==> src/common/psc_pkg.sv <==
package psc_pkg;

  localparam int          NUM_REGS     = 124;
  localparam int          NUM_CH       = 8;
  localparam int          NUM_STAT     = 2;
  localparam int          ROM_PAGES    = 64;
  localparam int          EE_PAGES     = 6;

  // Register offsets
  localparam logic [6:0]  REG_PAGE_ID  = 7'h00;
  localparam logic [6:0]  REG_PLL_CTRL = 7'h01;
  localparam logic [6:0]  REG_INT_HI   = 7'h02;
  localparam logic [6:0]  REG_INT_LO   = 7'h03;
  localparam logic [6:0]  REG_IN_CTRL  = 7'h04;
  localparam logic [6:0]  REG_REF_DIV  = 7'h05;
  localparam logic [6:0]  REG_CH_BASE  = 7'h08;
  localparam logic [6:0]  REG_CH_END   = 7'h28;
  localparam logic [6:0]  REG_ST_BASE  = 7'h28;
  localparam logic [6:0]  REG_ST_END   = 7'h2c;
  localparam int          CH_STRIDE    = 4;
  localparam int          ST_STRIDE    = 2;

  // Field positions inside a channel group, and bit positions in the PLL control and status registers
  localparam logic [1:0]  CH_MUX       = 2'h0;
  localparam logic [1:0]  CH_DIV       = 2'h1;
  localparam logic [1:0]  CH_FMT       = 2'h2;
  localparam logic [1:0]  CH_MUTE      = 2'h3;
  localparam int          PLL_PDN_BIT  = 0;
  localparam int          PLL_DBL_BIT  = 1;
  localparam int          ST_CLK_BIT   = 0;
  localparam int          ST_SLEW_BIT  = 1;

  // Default values loaded on the default page and in the fixed pages
  localparam logic [7:0]  DEF_PLL_CTRL = 8'h00;
  localparam logic [7:0]  DEF_INT_LO   = 8'h64;
  localparam logic [7:0]  DEF_IN_CTRL  = 8'h00;
  localparam logic [7:0]  DEF_REF_DIV  = 8'h00;
  localparam logic [7:0]  DEF_CH_MUX   = 8'h01;
  localparam logic [7:0]  DEF_CH_DIV   = 8'h03;
  localparam logic [7:0]  DEF_CH_FMT   = 8'h01;
  localparam logic        DEF_MUTE_EN  = 1'h1;
  localparam logic [1:0]  DEF_MUTE_LVL = 2'h3;

  // Three-level pin codes
  localparam logic [1:0]  TRI_GND      = 2'h0;
  localparam logic [1:0]  TRI_MID      = 2'h1;
  localparam logic [1:0]  TRI_VDD      = 2'h2;

  localparam logic [1:0]  ADDR_HARD    = 2'h0;
  localparam logic [1:0]  ADDR_GND     = 2'h0;
  localparam logic [1:0]  ADDR_MID     = 2'h1;
  localparam logic [1:0]  ADDR_VDD     = 2'h3;

  localparam logic [1:0]  FMT_OFF      = 2'h0;
  localparam logic [1:0]  FMT_DIFF     = 2'h1;
  localparam logic [1:0]  FMT_CMOS     = 2'h2;

  typedef enum logic [2:0] {
    ST_HOLD   = 3'b000,
    ST_SAMPLE = 3'b001,
    ST_LOAD   = 3'b010,
    ST_SYNC   = 3'b011,
    ST_RUN    = 3'b100
  } psc_fsm_type;

  function automatic logic [7:0] psc_default_byte(input logic [6:0] a);
    logic [7:0] d;
    d = 8'h00;
    if (a == REG_PLL_CTRL) begin
      d = DEF_PLL_CTRL;
    end else if (a == REG_INT_LO) begin
      d = DEF_INT_LO;
    end else if (a == REG_IN_CTRL) begin
      d = DEF_IN_CTRL;
    end else if (a == REG_REF_DIV) begin
      d = DEF_REF_DIV;
    end else if (a >= REG_CH_BASE && a < REG_CH_END) begin
      case (a[1:0])
        CH_MUX:  d = DEF_CH_MUX;
        CH_DIV:  d = DEF_CH_DIV;
        CH_FMT:  d = DEF_CH_FMT;
        default: d = {5'h00, DEF_MUTE_LVL, DEF_MUTE_EN};
      endcase
    end
    return d;
  endfunction : psc_default_byte

endpackage : psc_pkg

==> src/rtl/psc_loader.sv <==
`timescale 1ns/1ns
module psc_loader
  import psc_pkg::*;
#(
  parameter int NCH   = NUM_CH,
  parameter int NST   = NUM_STAT,
  parameter int NREGS = NUM_REGS
)(
  input  wire logic                 clk,
  input  wire logic                 resetn,
  input  wire logic                 power_down_pin,
  input  wire logic                 config_source_select_pin,
  input  wire logic [5:0]           cfg_pin,
  input  wire logic [1:0]           cfg_tri1,
  input  wire logic [1:0]           cfg_tri2,
  input  wire logic [1:0]           cfg_tri3,
  input  wire logic [2:0]           offset_select_a,
  output logic      [2:0]           ee_page,
  output logic      [6:0]           ee_addr,
  output logic                      ee_rd_en,
  input  wire logic [7:0]           ee_data,
  input  wire logic                 host_wr,
  input  wire logic                 host_rd,
  input  wire logic [6:0]           host_addr,
  input  wire logic [7:0]           host_wdata,
  output logic                      host_ready,
  output logic      [7:0]           host_rdata,
  output logic                      host_rvalid,
  output logic      [1:0]           i2c_addr_lsb,
  output logic                      offset_select_a_enable,
  output logic      [2:0]           offset_select_a_offset,
  output logic                      cfg_invalid,
  output logic                      hard_mode,
  output logic                      load_done,
  output logic      [7:0]           page_id,
  output logic                      div_sync,
  output logic                      pll_power_down,
  output logic                      pll_doubler,
  output logic      [11:0]          pll_int,
  output logic      [1:0]           pri_in_type,
  output logic      [1:0]           sec_in_type,
  output logic      [1:0]           in_mux_mode,
  output logic      [2:0]           pri_ref_div,
  input  wire logic                 pll_lock,
  input  wire logic                 ref_present,
  input  wire logic [NCH-1:0]       ch_clk_pll,
  input  wire logic [NCH-1:0]       ch_clk_ref,
  output logic      [NCH-1:0]       ch_out_p,
  output logic      [NCH-1:0]       ch_out_n,
  output logic      [NCH-1:0]       ch_drive_en,
  output logic      [NCH-1:0][7:0]  ch_div,
  output logic      [NST-1:0]       stat_clk_mode,
  output logic      [NST-1:0]       stat_slew,
  output logic      [NST-1:0][7:0]  stat_div
);

  localparam logic [6:0] LAST_REG = 7'(NREGS - 1);

  typedef struct packed {
    psc_fsm_type                st;
    logic [6:0]                 idx;
    logic                       hard;
    logic [5:0]                 pins;
    logic [2:0]                 page;
    logic                       dflt;
    logic                       inval;
    logic [1:0]                 addr_lsb;
    logic                       marg_en;
    logic [2:0]                 marg_off;
    logic                       sync;
    logic [7:0]                 rdata;
    logic                       rvalid;
    logic [NREGS-1:0][7:0]      regs;
  } psc_core_type;

  psc_core_type r, n;
  logic [7:0]   rom_data;
  logic [7:0]   load_byte;
  logic [4:0]   soft_sel;

  // {default, invalid, page} from the two three-level page pins
  function automatic logic [4:0] psc_soft_page(input logic [1:0] p3,
                                               input logic [1:0] p2);
    logic [4:0] s;
    s = {2'b00, 3'h0};
    case ({p3, p2})
      {TRI_GND, TRI_GND}: s = {2'b00, 3'h0};
      {TRI_GND, TRI_MID}: s = {2'b00, 3'h1};
      {TRI_GND, TRI_VDD}: s = {2'b00, 3'h2};
      {TRI_MID, TRI_GND}: s = {2'b00, 3'h3};
      {TRI_MID, TRI_MID}: s = {2'b10, 3'h0};
      {TRI_MID, TRI_VDD}: s = {2'b00, 3'h4};
      {TRI_VDD, TRI_GND}: s = {2'b00, 3'h5};
      default:            s = {2'b11, 3'h0};
    endcase
    return s;
  endfunction : psc_soft_page

  function automatic logic [1:0] psc_addr_bits(input logic [1:0] t);
    logic [1:0] a;
    a = ADDR_GND;
    if (t == TRI_MID) begin
      a = ADDR_MID;
    end else if (t == TRI_VDD) begin
      a = ADDR_VDD;
    end
    return a;
  endfunction : psc_addr_bits

  psc_rom_page u_rom (
    .page (r.pins),
    .addr (r.idx),
    .data (rom_data)
  );

  assign soft_sel = psc_soft_page(cfg_tri3, cfg_tri2);

  // Source of the byte being loaded
  always_comb begin
    if (r.hard) begin
      load_byte = rom_data;
    end else if (!r.dflt) begin
      load_byte = ee_data;
    end else begin
      load_byte = psc_default_byte(r.idx);
    end
  end

  always_comb begin
    n        = r;
    n.sync   = 1'b0;
    n.rvalid = 1'b0;
    case (r.st)
      ST_HOLD: begin
        n.st = ST_SAMPLE;
      end
      ST_SAMPLE: begin
        // Straps captured once per power-up
        n.hard     = config_source_select_pin;
        n.pins     = cfg_pin;
        n.page     = soft_sel[2:0];
        n.dflt     = soft_sel[4];
        n.inval    = soft_sel[3];
        n.marg_en  = cfg_pin[4];
        n.marg_off = offset_select_a;
        if (config_source_select_pin) begin
          n.addr_lsb = ADDR_HARD;
          n.marg_en  = 1'b0;
          n.marg_off = 3'h0;
        end else begin
          n.addr_lsb = psc_addr_bits(cfg_tri1);
        end
        n.idx = 7'h00;
        n.st  = ST_LOAD;
      end
      ST_LOAD: begin
        // One byte per cycle into the register file
        n.regs[r.idx] = load_byte;
        if (r.idx == LAST_REG) begin
          n.st = ST_SYNC;
        end else begin
          n.idx = r.idx + 7'h01;
        end
      end
      ST_SYNC: begin
        n.sync = r.hard;
        n.st   = ST_RUN;
      end
      ST_RUN: begin
        n.sync = ~r.hard & ~cfg_pin[0];
        if (host_wr && host_addr <= LAST_REG) begin
          n.regs[host_addr] = host_wdata;
        end
        if (host_rd) begin
          n.rvalid = 1'b1;
          n.rdata  = (host_addr <= LAST_REG) ? r.regs[host_addr] : 8'h00;
        end
      end
      default: begin
        n.st = ST_HOLD;
      end
    endcase
    // Power-down restarts sampling and loading on release
    if (power_down_pin) begin
      n.st   = ST_HOLD;
      n.sync = 1'b0;
    end
  end

  always_ff @(posedge clk or negedge resetn) begin
    if (!resetn) begin
      r <= '0;
    end else begin
      r <= n;
    end
  end

  assign host_ready    = (r.st == ST_RUN);
  assign host_rdata    = r.rdata;
  assign host_rvalid   = r.rvalid;
  assign ee_page       = r.page;
  assign ee_addr       = r.idx;
  assign ee_rd_en      = (r.st == ST_LOAD) & ~r.hard & ~r.dflt;
  assign i2c_addr_lsb  = r.addr_lsb;
  assign offset_select_a_enable = r.marg_en;
  assign offset_select_a_offset = r.marg_off;
  assign cfg_invalid   = r.inval & ~r.hard;
  assign hard_mode     = r.hard;
  assign load_done     = (r.st == ST_RUN);
  assign div_sync      = r.sync;

  // Decoded configuration fields
  assign page_id        = r.regs[REG_PAGE_ID];
  assign pll_power_down = r.regs[REG_PLL_CTRL][PLL_PDN_BIT];
  assign pll_doubler    = r.regs[REG_PLL_CTRL][PLL_DBL_BIT];
  assign pll_int        = {r.regs[REG_INT_HI][3:0],
                           r.regs[REG_INT_LO]};
  assign pri_in_type    = r.regs[REG_IN_CTRL][1:0];
  assign sec_in_type    = r.regs[REG_IN_CTRL][3:2];
  assign in_mux_mode    = r.regs[REG_IN_CTRL][5:4];
  assign pri_ref_div    = r.regs[REG_REF_DIV][2:0];

  generate
    for (genvar c = 0; c < NCH; c++) begin : g_ch
      localparam int BASE = int'(REG_CH_BASE) + c * CH_STRIDE;
      logic [7:0] mux_b;
      logic [7:0] fmt_b;
      logic [7:0] mute_b;
      assign mux_b     = r.regs[BASE + int'(CH_MUX)];
      assign fmt_b     = r.regs[BASE + int'(CH_FMT)];
      assign mute_b    = r.regs[BASE + int'(CH_MUTE)];
      assign ch_div[c] = r.regs[BASE + int'(CH_DIV)];
      psc_out_mute u_mute (
        .clk         (clk),
        .resetn      (resetn),
        .out_en      (r.st == ST_RUN),
        .src_clk     (mux_b[0] ? ch_clk_pll[c] : ch_clk_ref[c]),
        .src_is_pll  (mux_b[0]),
        .pll_lock    (pll_lock),
        .ref_present (ref_present),
        .fmt         (fmt_b[1:0]),
        .mute_en     (mute_b[0]),
        .mute_lvl    (mute_b[2:1]),
        .out_p       (ch_out_p[c]),
        .out_n       (ch_out_n[c]),
        .drive_en    (ch_drive_en[c])
      );
    end
    for (genvar s = 0; s < NST; s++) begin : g_st
      localparam int SB = int'(REG_ST_BASE) + s * ST_STRIDE;
      assign stat_clk_mode[s] = r.regs[SB][ST_CLK_BIT];
      assign stat_slew[s]     = r.regs[SB][ST_SLEW_BIT];
      assign stat_div[s]      = r.regs[SB + 1];
    end
  endgenerate

endmodule : psc_loader

==> src/rtl/psc_rom_page.sv <==
`timescale 1ns/1ns
module psc_rom_page
  import psc_pkg::*;
(
  input  wire logic [5:0] page,
  input  wire logic [6:0] addr,
  output logic      [7:0] data
);

  // Fixed pages: defaults with page-dependent identifier, PLL integer low byte and channel dividers
  always_comb begin
    data = psc_default_byte(addr);
    if (addr == REG_PAGE_ID) begin
      data = {2'h0, page};
    end else if (addr == REG_INT_LO) begin
      data = DEF_INT_LO + {2'h0, page};
    end else if (addr >= REG_CH_BASE && addr < REG_CH_END &&
                 addr[1:0] == CH_DIV) begin
      data = {2'h0, page};
    end
  end

endmodule : psc_rom_page

==> src/rtl/psc_out_mute.sv <==
`timescale 1ns/1ns
module psc_out_mute
  import psc_pkg::*;
(
  input  wire logic       clk,
  input  wire logic       resetn,
  input  wire logic       out_en,
  input  wire logic       src_clk,
  input  wire logic       src_is_pll,
  input  wire logic       pll_lock,
  input  wire logic       ref_present,
  input  wire logic [1:0] fmt,
  input  wire logic       mute_en,
  input  wire logic [1:0] mute_lvl,
  output logic            out_p,
  output logic            out_n,
  output logic            drive_en
);

  typedef struct packed {
    logic       muted;
    logic       en;
    logic [1:0] fmt;
    logic [1:0] lvl;
  } psc_mute_type;

  psc_mute_type r, n;

  always_comb begin
    n       = r;
    n.muted = mute_en & ~(src_is_pll ? pll_lock : ref_present);
    n.en    = out_en & (fmt != FMT_OFF);
    n.fmt   = fmt;
    n.lvl   = mute_lvl;
  end

  always_ff @(posedge clk or negedge resetn) begin
    if (!resetn) begin
      r <= '0;
    end else begin
      r <= n;
    end
  end

  always_comb begin
    drive_en = r.en;
    out_p    = 1'b0;
    out_n    = 1'b0;
    if (r.en && r.fmt == FMT_DIFF) begin
      if (r.muted) begin
        out_p = r.lvl[1];
        out_n = ~r.lvl[0];
      end else begin
        out_p = src_clk;
        out_n = ~src_clk;
      end
    end else if (r.en && !r.muted) begin
      out_p = src_clk;
      out_n = src_clk;
    end
    // Muted single-ended output stays low
  end

endmodule : psc_out_mute

==> config.mk <==
export PLATFORM = sky130hd
export DESIGN_NAME = psc_loader
export DESIGN_NICKNAME = d
export VERILOG_FILES = /design/src/common/psc_pkg.sv /design/src/rtl/psc_loader.sv /design/src/rtl/psc_rom_page.sv /design/src/rtl/psc_out_mute.sv
export SDC_FILE = /design/constraint.sdc
export NUM_CORES = 2
export LEC_CHECK = 0
export BUFFER_PORTS_ARGS = -buffer_cell sky130_fd_sc_hd__buf_4
export CAP_MARGIN = 20
export CORE_ASPECT_RATIO = 1.1
export CORE_MARGIN = 2
export CORE_UTILIZATION = 60
export CTS_CLUSTER_SIZE = 24
export DETAILED_ROUTE_END_ITERATION = 10
export PLACE_DENSITY = 0.78
export SLEW_MARGIN = 25
export SYNTH_ARGS = -nofsm -noshare
export SYNTH_HDL_FRONTEND = slang
export SYNTH_SLANG_ARGS = --single-unit
==> constraint.sdc <==
create_clock -name clk -period 3.7 [get_ports clk]
set_input_delay 0.74 -clock clk [delete_from_list [all_inputs] [get_ports clk]]
set_output_delay 0.74 -clock clk [all_outputs]
set_load 0.02 [all_outputs]
==> qor.csv <==
stage,metric,value,unit
status,status,finished with violations,
status,failing checks,design-rule violations,
global_route,largest net degree at the start of global routing,92,
drt,WL/cell,32.8,um
global_route,total track usage,0.523,
yosys,Mapped Area,58700,um^2
layout,"commonest non-fill, non-tap cell in the layout",nor2_1,
layout,Finished Core Util,0.705,
placed_design,GP Congestion,1.03,
clocking,post-CTS setup buffer count,0,
placed_design,Cells after DPL,7909,
yosys,ys async rst share,1.00,
timing,final setup fails,0,
timing,RSZ-0062 raised after global routing,no,
floorplan,I/O pins,232,
placed_design,dpl cell area,64500,um^2
clocking,clk buf depth,3,
drt,Max Used Layer,met5,
floorplan,Core ar.,97100,um^2
setup_path,Reg2Reg Depth,9,
layout,FF+latch area,27000,um^2
clocking,"Clk pin slew, worst setup/hold paths",0.06,ns
yosys,syn avg cell area,9.00,um^2
setup_path,"Max FO, Critical Path",19,
clocking,TritonCTS clock tree,yes,
layout,non-filler instance count after layout,8125,
global_route,vias in the first global route,56768,
yosys,sequential area share after synthesis,0.459,
timing,fmax,0.287,GHz
setup_path,WP data arrival,4.14,ns
layout,Filler Cells Inserted,7374,
setup_path,slowest CP cell,nor4_1,
drt,Iter 0 DRT Violations,11091,
drt,Detail Route met3 WL,44900,um
global_route,initial antenna violation count,18,
clocking,Clock Latency Late Sink,0.74,ns
placed_design,dpl hpwl,171000,um
drt,1st-pass router iterations,11,
timing,min cycle time layout,3.49,ns
clocking,Hold Buf Count CTS,0,
drt,final WL,266000,um
timing,Least-Margin Pin Slew,1.20,ns
timing,Tcrit/Tclk final,0.943,
power_and_ir_drop,P_leak,28.4,nW
layout,most frequent cells in the layout,"nor2_1, dfrtp_1, a22oi_1",
job,total of max-cap violations,0,
drt,antenna-violating nets left,0,
setup_path,critical path class,reg2reg,
timing,final-report hold violation count,0,
placed_design,I/O Buffers,231,
yosys,Synth Instances,6524,
clocking,TritonCTS Sinks,1078,
drt,DRC errors left,1,
floorplan,chip width,302,um
setup_path,critical-path cell list,ha_1 -> inv_1 -> nor4_1 -> nand2_1 -> a311oi_4 -> buf_12 -> buf_4 -> a22oi_1 -> a21oi_1,
timing,clk_skew,0.0244,ns
clocking,number of H-tree levels,3,
floorplan,die area,100000,um^2
layout,area added between synthesis and finish,16.5,%
setup_path,startpoint class of the critical path,flop,
setup_path,Max stage delay on crit path,0.64,ns
floorplan,die height,332,um
hold_path,Hold WC Path Type,in2async,
layout,cell area after layout,68500,um^2
floorplan,Std-Cell Rows,120,
setup_path,critical path endpoint category,flop,
clocking,CTS buffer count,111,
yosys,synth unique cells,70,
power_and_ir_drop,VDD IR-drop max,0.955,mV
setup_path,Critical Path RT,4.35,ns
setup_path,CP bufs+invs,3,
setup_path,Worst path depth,9,
drt,DR vias/cell,7.42,
clocking,Post-CTS Resized,0,
timing,Setup TNS,0,ns
global_route,first-pass GRT wire length,386000,um
drt,M1 wire length,87400,um
layout,share of cells above drive strength 1,0.184,
yosys,Seq cells post-synth,1078,
yosys,number of flops mapped to enable cells by yosys,0,
global_route,total gr overflow,0,
layout,Final #Nets,6808,
layout,area of the multi-input gates,28300,um^2
drt,via count,60251,
timing,Slew Limit Fails,0,
power_and_ir_drop,Power Total,32.1,mW
yosys,Mapped Nets,6591,
timing,Rel. slew slack,0.202,
yosys,YS warnings,0,
floorplan,Initial Util,0.605,
clocking,clk root buf,clkbuf_16,
setup_path,"Largest delay share family, worst path",simple AND/OR/NAND/NOR gates,
power_and_ir_drop,Pwr Density,469,nW/um^2
drt,met2 WL post-DR,108000,um
yosys,ys flop type,dfrtp_1,
## path summary, 6_finish.rpt
kind,start,endpoint,slack [ns]
min,resetn,hard_mode$_DFFE_PN0P_,0.04
min in group clk,power_down_pin,r[1028]$_DFFE_PN0P_,0.19
max,ee_addr[0]$_DFFE_PN0P_,page_id[5]$_DFFE_PN0P_,0.21
max in group asynchronous,resetn,r[885]$_DFFE_PN0P_,2.51
max reg2reg,ee_addr[0]$_DFFE_PN0P_,page_id[5]$_DFFE_PN0P_,0.21
min reg2reg,g_ch[7].mute_b[1]$_DFFE_PN0P_,g_ch[7].u_mute.r[0]$_DFF_PN0_,0.40
## state kept, by name (all words and copies together) (netlist names), 12 cells and up
name	cells
r	696
ch_div	64
g_ch.fmt_b	64
g_ch.mute_b	64
g_ch.mux_b	64
g_ch.u_mute.r	40
stat_div	16
pll_int	12
## cells in the mapped netlist (68+ instances only)
master,instances,area share
a21oi_1,894,0.076
a221oi_1,88,0.013
a22oi_1,1035,0.13
buf_2,109,0.0093
buf_4,176,0.022
clkbuf_1,405,0.026
dfrtp_1,1078,0.46
mux2i_1,125,0.021
mux4_2,107,0.041
nand2_1,433,0.028
nor2_1,1134,0.072
o21ai_0,317,0.027
o21ai_1,68,0.0058
## through the flow
step	hold WS [ns]	worst slack, ns
6_report	0.0386	0.211
4_1_cts	0.0627	0.273
2_1_floorplan	0.369	0.457
3_3_place_gp	0.382	-0.0437
5_1_grt	0.0866	0.00689
3_5_place_dp	0.383	-0.0382
## kinds of logic after synthesis
| logic type | count (synthesis) | synth area share |
|---|---|---|
| multiplexers | 297 | 0.0748 |
| XOR/XNOR | 6 | 0.000895 |
| adder cells (fa/ha/maj) | 5 | 0.00106 |
| AO/OA/AOI/OAI | 2591 | 0.280 |
| AND/OR/NAND/NOR | 1782 | 0.122 |
| flip-flops | 1078 | 0.459 |
| buffers and inverters | 765 | 0.0624 |
## cell type report
cell class / instances / area share
multi-input combinational: 4681 / 0.413
sequential: 1078 / 0.394
tap: 1281 / 0.0234
inverter: 28 / 0.00157
timing repair buffer: 841 / 0.110
clock buffer: 142 / 0.0451
antenna: 8 / 0.000292
clock inverter: 66 / 0.0126
## metal layers
layer / global-route usage / up-vias
li1: - / 24327
met1: 0.655 / 28496
met2: 0.717 / 5719
met3: 0.217 / 1669
met4: 0.389 / 40
met5: 0.0112 / -
## report_power, final
part	leakage, nW	internal [mW]	switching, mW	total, mW
Sequential	14.9	12.0	0.348	12.4
Clock	1.95	7.15	5.24	12.4
Combinational	11.5	1.78	5.55	7.33
Total	28.4	20.9	11.1	32.1
No activity file was read; power rests on OpenSTA's default activity.
